<file path="src/include/ulsw_pkg.sv">
// package for the usb2 port line swap register block
package ulsw_pkg;
  localparam int unsigned ULSW_NUM_PORTS = 5;
  localparam logic [7:0] ULSW_CTRL_OFFSET = 8'h0B;
  localparam logic [7:0] ULSW_CTRL_RESET = 8'h00;
  localparam int unsigned ULSW_UNLOCK_BIT = 7;
  localparam int unsigned ULSW_RSVD_HI = 6;
  localparam int unsigned ULSW_RSVD_LO = 5;
  localparam int unsigned ULSW_SWAP_LSB = 0;

  // one register access, byte wide
  typedef struct packed {
    logic wr;
    logic rd;
    logic [7:0] addr;
    logic [7:0] wdata;
  } ulsw_req_s;

  // one usb2 line pair, dm then dp
  typedef struct packed {
    logic dm;
    logic dp;
  } ulsw_pair_s;
endpackage : ulsw_pkg

</file>
<file path="src/hw/ulsw_pair_mux.sv">
// per-port dm/dp exchange between the core side and the pins
module ulsw_pair_mux
  import ulsw_pkg::*;
#(
  parameter int unsigned NUM_PORTS = ULSW_NUM_PORTS
) (
  // control
  input wire logic [NUM_PORTS-1:0] i_swap,
  // core side lines
  input wire ulsw_pkg::ulsw_pair_s [NUM_PORTS-1:0] i_core,
  // pin side lines
  output logic [NUM_PORTS-1:0] o_pin_dm,
  output logic [NUM_PORTS-1:0] o_pin_dp
);
  import ulsw_pkg::*;

  always_comb begin
    for (int i = 0; i < NUM_PORTS; i++) begin
      if (i_swap[i]) begin
        o_pin_dm[i] = i_core[i].dp;
        o_pin_dp[i] = i_core[i].dm;
      end else begin
        o_pin_dm[i] = i_core[i].dm;
        o_pin_dp[i] = i_core[i].dp;
      end
    end
  end
endmodule : ulsw_pair_mux

</file>
<file path="src/hw/ulsw_line_swap_reg.sv">
// usb2 line swap control register with otp fallback and pair routing
module ulsw_line_swap_reg
  import ulsw_pkg::*;
#(
  parameter int unsigned NUM_PORTS = ULSW_NUM_PORTS
) (
  // clock and reset
  input wire logic i_clk,
  input wire logic i_reset,
  // register access from smbus or eeprom loader
  input wire ulsw_pkg::ulsw_req_s i_req,
  output logic [7:0] o_rdata,
  output logic o_rvalid,
  // one-time-programmable swap values
  input wire logic [NUM_PORTS-1:0] i_otp_swap,
  // usb2 lines
  input wire ulsw_pkg::ulsw_pair_s [NUM_PORTS-1:0] i_core,
  output logic [NUM_PORTS-1:0] o_pin_dm,
  output logic [NUM_PORTS-1:0] o_pin_dp
);
  import ulsw_pkg::*;

  logic unlock_r, unlock_nxt;
  logic [NUM_PORTS-1:0] swap_r, swap_nxt;
  logic [7:0] rdata_r, rdata_nxt;
  logic rvalid_r, rvalid_nxt;
  logic [NUM_PORTS-1:0] eff_swap;
  logic [NUM_PORTS-1:0] pdm_r, pdp_r, pdm_nxt, pdp_nxt, mux_dm, mux_dp;
  logic hit_wr, hit_rd;

  // one decoder for write, read and all checks but a_read_otp_val, so the map cannot drift apart
  function automatic logic is_ctrl(input logic [7:0] a);
    return a == ULSW_CTRL_OFFSET;
  endfunction : is_ctrl

  // locked bits always mirror otp, so otp changes show without a write
  assign eff_swap = unlock_r ? swap_r : i_otp_swap;
  assign hit_wr = i_req.wr && is_ctrl(i_req.addr);
  assign hit_rd = i_req.rd && is_ctrl(i_req.addr);

  function automatic logic [7:0] pack_reg(input logic ul, input logic [NUM_PORTS-1:0] sw);
    logic [7:0] v;
    v = 8'h00;
    v[ULSW_UNLOCK_BIT] = ul;
    v[ULSW_SWAP_LSB +: NUM_PORTS] = sw;
    return v;
  endfunction : pack_reg

  always_comb begin
    unlock_nxt = unlock_r;
    swap_nxt = swap_r;
    rdata_nxt = rdata_r;
    rvalid_nxt = 1'b0;
    if (hit_wr) begin
      unlock_nxt = i_req.wdata[ULSW_UNLOCK_BIT];
      if (i_req.wdata[ULSW_UNLOCK_BIT]) begin
        swap_nxt = i_req.wdata[ULSW_SWAP_LSB +: NUM_PORTS];
      end else begin
        swap_nxt = i_otp_swap;
      end
    end
    if (i_req.rd) begin
      rvalid_nxt = 1'b1;
      rdata_nxt = hit_rd ? pack_reg(unlock_r, eff_swap) : 8'h00;
    end
  end

  always_ff @(posedge i_clk or posedge i_reset) begin
    if (i_reset) begin
      unlock_r <= ULSW_CTRL_RESET[ULSW_UNLOCK_BIT];
      swap_r <= ULSW_CTRL_RESET[ULSW_SWAP_LSB +: NUM_PORTS];
      rdata_r <= 8'h00;
      rvalid_r <= 1'b0;
    end else begin
      unlock_r <= unlock_nxt;
      swap_r <= swap_nxt;
      rdata_r <= rdata_nxt;
      rvalid_r <= rvalid_nxt;
    end
  end

  ulsw_pair_mux #(.NUM_PORTS(NUM_PORTS)) u_mux (
    .i_swap(eff_swap),
    .i_core(i_core),
    .o_pin_dm(mux_dm),
    .o_pin_dp(mux_dp)
  );

  // registered pin drive; one cycle latency traded for clean outputs
  always_comb begin
    pdm_nxt = mux_dm;
    pdp_nxt = mux_dp;
  end

  always_ff @(posedge i_clk or posedge i_reset) begin
    if (i_reset) begin
      pdm_r <= '0;
      pdp_r <= '0;
    end else begin
      pdm_r <= pdm_nxt;
      pdp_r <= pdp_nxt;
    end
  end

  assign o_rdata = rdata_r;
  assign o_rvalid = rvalid_r;
  assign o_pin_dm = pdm_r;
  assign o_pin_dp = pdp_r;

  // every port, not only the end ones
  for (genvar p = 0; p < NUM_PORTS; p++) begin : g_port_chk

  end
endmodule : ulsw_line_swap_reg

</file>
<file path="config.mk">
export PLATFORM = sky130hd
export DESIGN_NAME = ulsw_line_swap_reg
export DESIGN_NICKNAME = d
export VERILOG_FILES = /design/src/include/ulsw_pkg.sv /design/src/hw/ulsw_pair_mux.sv /design/src/hw/ulsw_line_swap_reg.sv
export SDC_FILE = /design/constraint.sdc
export NUM_CORES = 1
export LEC_CHECK = 0
export ABC_CLOCK_PERIOD_IN_PS = 4000
export BUFFER_PORTS_ARGS = -buffer_cell sky130_fd_sc_hd__clkbuf_2
export CAP_MARGIN = 25
export CORE_MARGIN = 2
export CORE_UTILIZATION = 47
export DETAILED_ROUTE_END_ITERATION = 12
export PLACE_DENSITY = 0.8
export SLEW_MARGIN = 10
export SYNTH_ARGS = -nofsm -noshare
export SYNTH_HDL_FRONTEND = slang
export SYNTH_SLANG_ARGS = --single-unit
</file>
<file path="constraint.sdc">
create_clock -name i_clk -period 4 [get_ports i_clk]
set_clock_uncertainty 0.05 [all_clocks]
set_input_delay 0.4 -clock i_clk [delete_from_list [all_inputs] [get_ports i_clk]]
set_output_delay 0.4 -clock i_clk [all_outputs]
set_load 0.02 [all_outputs]
</file>
==> flow_metrics.tcl, run 1 <==
set metrics [dict create \
    status "completed" \
    synth_compound_gate_area_share_pct 3.57 \
    post_cts_resized 0 \
    initialDrtViolationCount 13 \
    synthAdderAreaFrac_pct 0 \
    clkPwrFrac_pct 24.8 \
    tritoncts_clock_tree "yes" \
    worst_path_largest_cell_delay_ps 570 \
    power.switching_fraction_pct 26.3 \
    hold_class "in -> async" \
    synthSimpleGateAreaFrac_pct 9.04 \
    async_flop_share_pct 100 \
    synth_edf_count 0 \
    route.detailed.drc 0 \
    num_io_pins 54 \
    synthDominantAreaCellType "sky130_fd_sc_hd__dfrtp_1" \
    postCtsHoldBufs 0 \
    internal_power_mw 0.315 \
    setup_cp_type "reg -> reg" \
    final_net_count 164 \
    share_comb_of_total_power_pct 17.0 \
    synthToLayoutAreaGrowth_pct 27.0 \
    synthesis.area_per_instance_um2 13.3 \
    globalRouteTotalUtil_pct 18.1 \
    drt_pass1_iterations 3 \
    avgViaCountPerCell 4.83 \
    post_dp_cell_area_um2 1310 \
    max_slew.worst_pin.slew_ps 848 \
    clk-insertion-delay-late_ps 310 \
    arrival_ps 1640 \
    finalCritPeriodShare_pct 36.9 \
    required_ps 4160 \
    synth_top_family_by_area "multiplexers" \
    critical_path_peak_fanout 7 \
    synth-seq-cells 23 \
    final_hold_viol_count 0 \
    finalSetupViolations 0 \
    clock_sinks 23 \
    dr_total_vias 754 \
    post_synth_inst_count 79 \
    net-switching-power_mw 0.112 \
    place.detailed.hpwl_um 1660 \
    layout-drive-gt1-share_pct 57.0 \
    synthMostInstantiatedCell "sky130_fd_sc_hd__dfrtp_1" \
    post_synth_xor_area_fraction_pct 0 \
    cts-root-to-sink-buffers 2 \
    post-place-cells 152 \
    final_util_pct 61.6 \
    totalNegativeSetupSlack_ps 0 \
    synthDistinctLibCells 17 \
    timing.critical_path.cells "mux2i_1, mux2_2" \
    synth.area.mux_share_pct 27.2 \
    dp_slack_ps 2390 \
    core_area_um2 2170 \
    fmax_mhz 677 \
    wl_per_cell_um 13.1 \
    finalNonFillerCells 156 \
    grt_start_max_net_pins 24 \
    critical_path.endpoint_type "register" \
    total_standard_cell_area_after_synthesis_um2 1050 \
    setup_slack_ps 2520 \
    insertedDiodeCount 0 \
    via_count_of_the_first_global_routing_pass 820 \
    placementRows 17 \
    portion_of_the_post_synthesis_area_used_by_sequential_elements_pct 54.7 \
    clock-root-buffer "sky130_fd_sc_hd__clkbuf_4" \
    totalPowerFinal_mw 0.428 \
    seq_power_share_pct 58.1 \
    htreeDepth 1 \
    die_w_um 51.3 \
    vdd.ir_drop.worst_uv 188 \
    maxCapViolCount 0 \
    most_numerous_cell_types_in_the_synthesized_netlist "sky130_fd_sc_hd__dfrtp_1 (23), sky130_fd_sc_hd__mux2_2 (18), sky130_fd_sc_hd__inv_1 (7)" \
    layout_min_cycle_time_ps 1480 \
    gp_routability_congestion 0.678 \
    synth_top_flop_cell "sky130_fd_sc_hd__dfrtp_1" \
    report.final.slew_viol_count 0 \
    timing.slew.headroom_pct 43.4 \
    gr-total-overflow 0 \
    setup_repair_after_global_routing_missed_its_margin "no" \
    final_cell_area_um2 1340 \
    final_antenna_net_count 0 \
    ys.warnings.count 0 \
    clk_transition_reported_paths_ps 120 \
    timing.critical_path.slowest_stage_cell "sky130_fd_sc_hd__dfrtp_1" \
    routed_wirelength_um 2040 \
    initial_antenna_violation_count 0 \
    ys_top_cells_by_area "sky130_fd_sc_hd__dfrtp_1 (55%), sky130_fd_sc_hd__mux2_2 (19%), sky130_fd_sc_hd__mux2i_1 (4.8%)" \
    die_area_um2 2630 \
    total_leakage_power_nw 0.675 \
    power.density_nw_per_um2 320 \
    grt_pass1_wl_um 3510 \
    synthDominantCellAreaShare_pct 54.7 \
    chipHeight_um 51.3 \
    numCtsBuffers 3 \
    count_of_buffers_from_port_buffering 49 \
    reg2regPathDepth 2 \
    holdWs_ps 171 \
    initial_core_util_pct 48.5 \
    setup.worst_path.start_class "register" \
    post_cts_buffers 0 \
]
## per-layer routing
| metal | vias up | track usage [%] | wire, µm | share of wire [%] |
|---|---|---|---|---|
| li1 | 367 | - | - | - |
| met1 | 360 | 20.8 | 776 | 38 |
| met2 | 25 | 34.6 | 1180 | 58 |
| met3 | 2 | 1.75 | 80 | 3.9 |
| met4 | 0 | 6.58 | 7 | 0.34 |
| met5 | - | 0 | 0 | 0 |
## critical path, delay by kind of cell, from the launching register on
family / cells / cell delay [ps]
muxes: 2 / 760
DFF: 1 / 570
## state kept, by name (all words and copies together) (netlist names)
name	flops
unlock_r	1
o_rdata	6
o_rvalid	1
swap_r	5
o_pin_dm	5
o_pin_dp	5
## cells by family (layout without fill, tap and decap cells)
family          count (synthesis)  in the layout
mux                            26             26
compound gates                  6              6
buf+inv                        12             60
flops                          23             23
other cells                     1              2
simple gates                   11             11
## path summary, 6_finish.rpt
path | slack, ps | start | endpoint
hold reg to reg | 460 | swap_r[0] | swap_r[0]
max in group asynchronous | 3210 | i_reset | o_pin_dm[4]
setup / recovery | 2520 | unlock_r | o_pin_dm[0]
hold / removal | 170 | i_reset | o_rdata[1]
setup reg to reg | 2520 | unlock_r | o_pin_dm[0]
min in group i_clk | 280 | i_core[1] | o_pin_dp[0]
## placed cells by master (no fill, tap or decap)
cell and n:
sky130_fd_sc_hd__nor4b_4 1, sky130_fd_sc_hd__nand4_4 1, sky130_fd_sc_hd__mux2_1 3, sky130_fd_sc_hd__mux2_2 18
sky130_fd_sc_hd__mux2i_1 5, sky130_fd_sc_hd__clkbuf_4 3, sky130_fd_sc_hd__nor2_1 1, sky130_fd_sc_hd__conb_1 2
sky130_fd_sc_hd__nand2_1 1, sky130_fd_sc_hd__nand3_1 1, sky130_fd_sc_hd__o22ai_1 6, sky130_fd_sc_hd__and2_1 1
sky130_fd_sc_hd__nand2b_1 5, sky130_fd_sc_hd__inv_1 7, sky130_fd_sc_hd__clkinv_2 1, sky130_fd_sc_hd__clkbuf_2 49
sky130_fd_sc_hd__dfrtp_1 23
## power groups by stage
| stage | clock [mW] | combinational (mW) | sequential (mW) |
|---|---|---|---|
| after floorplan | 0 | 0.0343 | 0.262 |
| after global placement | 0 | 0.0702 | 0.252 |
| after detailed placement | 0 | 0.0737 | 0.253 |
| after CTS | 0.110 | 0.0740 | 0.249 |
| after global routing | 0.121 | 0.0794 | 0.250 |
| final | 0.106 | 0.0728 | 0.248 |
## final cells by class
type,instances,area (µm²)
Tap cell,28,35.0
Timing Repair Buffer,49,245
Sequential cell,23,576
Clock buffer,3,22.5
Inverter,7,26.3
Clock inverter,1,5.00
Multi-Input combinational cell,45,427
Fill cell,199,833
No activity file was read; power rests on OpenSTA's default activity.
==> run 2, diff against run 1 <==
--- a/config.mk
+++ b/config.mk
@@ -5,13 +5,14 @@
 export SDC_FILE = /design/constraint.sdc
 export NUM_CORES = 1
 export LEC_CHECK = 0
-export ABC_CLOCK_PERIOD_IN_PS = 4000
+export ABC_CLOCK_PERIOD_IN_PS = 1500
 export BUFFER_PORTS_ARGS = -buffer_cell sky130_fd_sc_hd__clkbuf_2
 export CAP_MARGIN = 25
+export CORE_ASPECT_RATIO = 1.75
 export CORE_MARGIN = 2
-export CORE_UTILIZATION = 47
+export CORE_UTILIZATION = 44
 export DETAILED_ROUTE_END_ITERATION = 12
-export PLACE_DENSITY = 0.8
+export PLACE_DENSITY = 0.76
 export SLEW_MARGIN = 10
 export SYNTH_ARGS = -nofsm -noshare
 export SYNTH_HDL_FRONTEND = slang
==> constraint.sdc (replaced) <==
create_clock -name i_clk -period 1.5 [get_ports i_clk]
set_clock_uncertainty 0.05 [all_clocks]
set_input_delay 0.15 -clock i_clk [delete_from_list [all_inputs] [get_ports i_clk]]
set_output_delay 0.15 -clock i_clk [all_outputs]
set_load 0.02 [all_outputs]
==> flow_metrics.tcl, run 2 (same netlist as run 1, synthesis figures left out) <==
set metrics [dict create \
    critical_path_peak_fanout 7 \
    seq_power_share_pct 53.7 \
    setup_slack_ps 134 \
    totalPowerFinal_mw 1.23 \
    layout.cells.most_common "sky130_fd_sc_hd__clkbuf_2" \
    finalSetupViolations 0 \
    reg2regPathDepth 2 \
    clock-root-buffer "sky130_fd_sc_hd__clkbuf_8" \
    route.detailed.drc 0 \
    r2r-start "unlock_r" \
    final_hold_viol_count 0 \
    final_util_pct 60.2 \
    finalNonFillerCells 155 \
    num_io_pins 54 \
    place.detailed.hpwl_um 1640 \
    post_cts_buffers 0 \
    cts-root-to-sink-buffers 2 \
    setup.worst_path.start_class "register" \
    total_leakage_power_nw 0.687 \
    layout_min_cycle_time_ps 1370 \
    status "completed" \
    power.switching_fraction_pct 24.2 \
    initial_antenna_violation_count 0 \
    numCtsBuffers 3 \
    critical_path_capture_point "o_pin_dm[2]" \
    worst_path_dominant_cell_family "multiplexers" \
    worstHoldStart "i_core[5]" \
    finalCritPeriodShare_pct 91.0 \
    report.final.slew_viol_count 0 \
    grt_start_max_net_pins 24 \
    fmax_mhz 732 \
    wl_per_cell_um 12.6 \
    holdWs_ps 83.7 \
    initialDrtViolationCount 3 \
    dp_slack_ps 35.2 \
    path_depth 2 \
    timing.critical_path.cells "mux2i_1, mux2_2" \
    totalNegativeSetupSlack_ps 0 \
    filler_cell_count 198 \
    share_comb_of_total_power_pct 16.0 \
    maxCapViolCount 0 \
    internal_power_mw 0.933 \
    tritoncts_clock_tree "yes" \
    final_cell_area_um2 1370 \
    layout-drive-gt1-share_pct 56.9 \
    final_antenna_net_count 0 \
    final_net_count 166 \
    die_area_um2 2810 \
    routed_wirelength_um 1950 \
    hold_depth 2 \
    largest_reg_flops 6 \
    drt_pass1_iterations 4 \
    clk-insertion-delay-late_ps 260 \
    initial_core_util_pct 46.3 \
    die_w_um 41.0 \
    vdd.ir_drop.worst_uv 651 \
    htreeDepth 1 \
    final_cell_mix "sky130_fd_sc_hd__clkbuf_2 (49), sky130_fd_sc_hd__dfrtp_1 (22), sky130_fd_sc_hd__mux2_2 (18), sky130_fd_sc_hd__inv_1 (7), sky130_fd_sc_hd__o22ai_1 (6)" \
    insertedDiodeCount 0 \
    post-place-cells 150 \
    crit_path_start "unlock_r" \
    clkPwrFrac_pct 30.3 \
    post_dp_cell_area_um2 1310 \
    worst_path_largest_cell_delay_ps 470 \
    power.density_nw_per_um2 900 \
    required_ps 1600 \
    count_of_buffers_from_port_buffering 49 \
    critical_path.endpoint_type "register" \
    timing.critical_path.buf_inv 0 \
    setup_cp_type "reg -> reg" \
    placementRows 23 \
    clk_transition_reported_paths_ps 80 \
    timing.critical_path.slowest_stage_cell "sky130_fd_sc_hd__dfrtp_2" \
    arrival_ps 1460 \
    clock_sinks 23 \
    globalRouteTotalUtil_pct 15.8 \
    avgViaCountPerCell 4.90 \
    multi_input_area_um2 427 \
    core_area_um2 2270 \
    chipHeight_um 68.7 \
    gr-total-overflow 0 \
    net-switching-power_mw 0.298 \
    via_count_of_the_first_global_routing_pass 757 \
    rrSetupSlack_ps 130 \
    dr_total_vias 760 \
    setup_repair_after_global_routing_missed_its_margin "no" \
    area.sequential_um2 577 \
    grt_pass1_wl_um 2980 \
    worstReg2RegEnd "o_pin_dm[2]" \
    gp_routability_congestion 0.719 \
    synthToLayoutAreaGrowth_pct 30.1 \
    hold_class "in -> reg" \
]
==> run 2: worst min-delay path by stage <==
stage	end	slack [ps]
6_report	o_pin_dp[2]	80
4_1_cts	o_pin_dp[2]	80
5_1_grt	o_pin_dp[2]	90
2_1_floorplan	o_pin_dm[0]	100
3_3_place_gp	o_pin_dm[4]	120
3_5_place_dp	o_pin_dm[4]	130
==> run 2: area by class of cell <==
type | count | area share [%]
Clock buffer | 4 | 3.29
Inverter | 7 | 1.92
Multi-Input combinational cell | 45 | 31.2
Sequential cell | 23 | 42.1
Tap cell | 25 | 2.29
Timing Repair Buffer | 51 | 19.2
==> run 2: what timing repair did <==
action                                  4_1_cts  5_1_grt
endpoints found under the setup margin        0        7
gates resized for setup                       0        1
hold buffers                                  1        0
hold endpoints to repair                     23        0
==> run 2: per-layer routing <==
metal  global-route usage, %  vias to the layer above  routed length, µm
li1                        -                      374                  -
met1                    16.7                      356                634
met2                    26.8                       26               1180
met3                    1.60                        4                 99
met4                    11.7                        0                 36
met5                       0                        -                  0
==> run 2: power groups by stage <==
stage / clock network, mW / registers (mW) / logic [mW]
5_1_grt: 0.403 / 0.666 / 0.216
4_1_cts: 0.380 / 0.662 / 0.201
6_report: 0.373 / 0.662 / 0.197
3_5_place_dp: 0 / 0.674 / 0.198
3_3_place_gp: 0 / 0.673 / 0.190
2_1_floorplan: 0 / 0.700 / 0.0915
==> run 3, diff against run 2 <==
--- a/config.mk
+++ b/config.mk
@@ -5,12 +5,13 @@
 export SDC_FILE = /design/constraint.sdc
 export NUM_CORES = 1
 export LEC_CHECK = 0
+export ABC_AREA = 1
 export ABC_CLOCK_PERIOD_IN_PS = 1500
-export BUFFER_PORTS_ARGS = -buffer_cell sky130_fd_sc_hd__clkbuf_2
+export BUFFER_PORTS_ARGS = -buffer_cell sky130_fd_sc_hd__buf_4
 export CAP_MARGIN = 25
 export CORE_ASPECT_RATIO = 1.75
 export CORE_MARGIN = 2
-export CORE_UTILIZATION = 44
+export CORE_UTILIZATION = 45
 export DETAILED_ROUTE_END_ITERATION = 12
 export PLACE_DENSITY = 0.76
 export SLEW_MARGIN = 10
==> flow_metrics.tcl, run 3 <==
set metrics [dict create \
    status "completed" \
    tritoncts_clock_tree "yes" \
    routed_wirelength_um 2230 \
    post_dp_cell_area_um2 1480 \
    dr_total_vias 1014 \
    finalCritPeriodShare_pct 70.6 \
    insertedDiodeCount 0 \
    post_synth_inst_count 136 \
    synth-seq-cells 23 \
    vdd.ir_drop.worst_uv 468 \
    placementRows 23 \
    maxCapViolCount 0 \
    rrSetupSlack_ps 440 \
    ys.warnings.count 0 \
    count_of_buffers_from_port_buffering 49 \
    final_antenna_net_count 0 \
    synthAdderAreaFrac_pct 0 \
    synth.area.mux_share_pct 0 \
    arrival_ps 1150 \
    post_synth_xor_area_fraction_pct 0 \
    initial_antenna_violation_count 0 \
    wl_per_cell_um 10.5 \
    finalSetupViolations 0 \
    critical_path.endpoint_type "register" \
    area.sequential_um2 576 \
    clk-insertion-delay-late_ps 250 \
    synthDistinctLibCells 15 \
    worstReg2RegEnd "o_pin_dm[4]" \
    layout.cells.most_common "sky130_fd_sc_hd__nand2_1" \
    clk_transition_reported_paths_ps 70 \
    final_net_count 223 \
    cts-root-to-sink-buffers 2 \
    hold_class "in -> reg" \
    crit_path_start "unlock_r" \
    synth_top_family_by_area "simple AND/OR/NAND/NOR gates" \
    clkPwrFrac_pct 28.3 \
    use_met1_pct 16.5 \
    gp_routability_congestion 0.794 \
    filler_cell_count 198 \
    critical_path_capture_point "o_pin_dm[4]" \
    gr-total-overflow 0 \
    via_count_of_the_first_global_routing_pass 980 \
    timing.critical_path.slowest_stage_cell "sky130_fd_sc_hd__dfrtp_1" \
    synthMostInstantiatedCell "sky130_fd_sc_hd__nand2_1" \
    multi_input_area_um2 440 \
    ys_top_cells_by_area "sky130_fd_sc_hd__dfrtp_1 (52%), sky130_fd_sc_hd__nand2_1 (18%), sky130_fd_sc_hd__nand4_1 (6.7%)" \
    die_area_um2 2910 \
    r2r-start "unlock_r" \
    reg2regPathDepth 5 \
    busiest_layer "met2" \
    clock-root-buffer "sky130_fd_sc_hd__clkbuf_8" \
    share_comb_of_total_power_pct 19.0 \
    synth_edf_count 0 \
    critical_path_peak_fanout 8 \
    worst_path_largest_cell_delay_ps 520 \
    synth_compound_gate_area_share_pct 4.48 \
    synthSimpleGateAreaFrac_pct 34.3 \
    timing.critical_path.cells "inv_4, nand2_1, nand2_2, nor2_1, a21oi_1" \
    final_cell_mix "sky130_fd_sc_hd__nand2_1 (55), sky130_fd_sc_hd__buf_4 (50), sky130_fd_sc_hd__dfrtp_1 (23), sky130_fd_sc_hd__nand4_1 (12), sky130_fd_sc_hd__inv_1 (10)" \
    setup.worst_path.start_class "register" \
    net-switching-power_mw 0.307 \
    numCtsBuffers 3 \
    worstHoldStart "i_req[16]" \
    final_cell_area_um2 1530 \
    synthesis.area_per_instance_um2 8.21 \
    total_standard_cell_area_after_synthesis_um2 1120 \
    htreeDepth 1 \
    fmax_mhz 944 \
    largest_reg_flops 6 \
    power.switching_fraction_pct 24.4 \
    synth_top_flop_cell "sky130_fd_sc_hd__dfrtp_1" \
    required_ps 1590 \
    async_flop_share_pct 100 \
    hold_depth 1 \
    use_met3_pct 1.55 \
    die_w_um 41.6 \
    power.density_nw_per_um2 819 \
    initialDrtViolationCount 9 \
    clock_sinks 23 \
    layout_min_cycle_time_ps 1060 \
    internal_power_mw 0.949 \
    totalPowerFinal_mw 1.26 \
    place.detailed.hpwl_um 1910 \
    post_cts_buffers 0 \
    layout-drive-gt1-share_pct 36.4 \
    most_numerous_cell_types_in_the_synthesized_netlist "sky130_fd_sc_hd__nand2_1 (55), sky130_fd_sc_hd__dfrtp_1 (23), sky130_fd_sc_hd__nand4_1 (12)" \
    final_hold_viol_count 0 \
    synthDominantAreaCellType "sky130_fd_sc_hd__dfrtp_1" \
    globalRouteTotalUtil_pct 16.9 \
    totalNegativeSetupSlack_ps 0 \
    setup_repair_after_global_routing_missed_its_margin "no" \
    portion_of_the_post_synthesis_area_used_by_sequential_elements_pct 51.6 \
    total_leakage_power_nw 0.870 \
    grt_start_max_net_pins 24 \
    report.final.slew_viol_count 0 \
    num_io_pins 54 \
    route.detailed.drc 0 \
    grt_pass1_wl_um 3890 \
    synthDominantCellAreaShare_pct 51.6 \
    setup_cp_type "reg -> reg" \
    core_area_um2 2330 \
    initial_core_util_pct 47.9 \
    avgViaCountPerCell 4.78 \
    seq_power_share_pct 52.7 \
    drt_pass1_iterations 4 \
    grt_util_met2_pct 33.7 \
    chipHeight_um 69.9 \
    synthToLayoutAreaGrowth_pct 37.3 \
]
## run 3: final cells by class
class                      instances  area share (%)
timing repair buffer              51            25.1
clock buffer                       4            2.94
sequential                        23            37.6
inverter                          14            3.59
tap                               25            2.04
multi-input combinational         95            28.7
## run 3: timing repair
action	CTS	global route
setup endpoints to repair	0	0
hold buffers	1	0
endpoints found under the hold margin	23	0
gates resized for setup	0	0
## run 3: logic make-up (layout without fill, tap and decap cells)
logic type | after synthesis | count (layout)
buffers and inverters | 19 | 69
AOI/OAI and AO/OA | 10 | 10
and+or+nand+nor | 83 | 83
DFF | 23 | 23
other | 1 | 2
## run 3: power by group through the flow
stage / combinational (mW) / sequential (mW) / clock, mW
final: 0.238 / 0.662 / 0.355
after CTS: 0.242 / 0.662 / 0.366
after global placement: 0.233 / 0.673 / 0
after detailed placement: 0.239 / 0.675 / 0
after global routing: 0.263 / 0.665 / 0.397
after floorplan: 0.0945 / 0.700 / 0
## run 3: routing by layer
layer / wire length [µm] / up-vias
met3: 86 / 2
li1: - / 526
met4: 34 / 0
met1: 751 / 454
met5: 0 / -
met2: 1360 / 32
## run 3: per-stage QoR
step | cells | worst slack [ps] | hold slack [ps] | utilization (%)
2_1_floorplan | 137 | 578 | 102 | -
3_3_place_gp | 207 | 391 | 151 | 63.4
3_5_place_dp | 207 | 341 | 165 | 63.4
4_1_cts | 212 | 428 | 9.80 | 65.8
5_1_grt | 212 | 334 | 2.15 | 65.8
6_report | 212 | 441 | 15.9 | 65.8
## run 3: how the worst min path moves through the flow
stage / end / slack [ps]
after floorplan: o_pin_dm[0] / 100
after CTS: o_rvalid / 10
final: o_rvalid / 20
after global placement: o_pin_dp[3] / 150
after detailed placement: o_pin_dm[3] / 170
after global routing: o_rvalid / 2
## run 3: critical path: cells and delay by family, from the launching register on
family / cells / cell delay, ps
buf+inv: 1 / 70
flops: 1 / 520
simple gates: 3 / 260
compound gates: 1 / 50
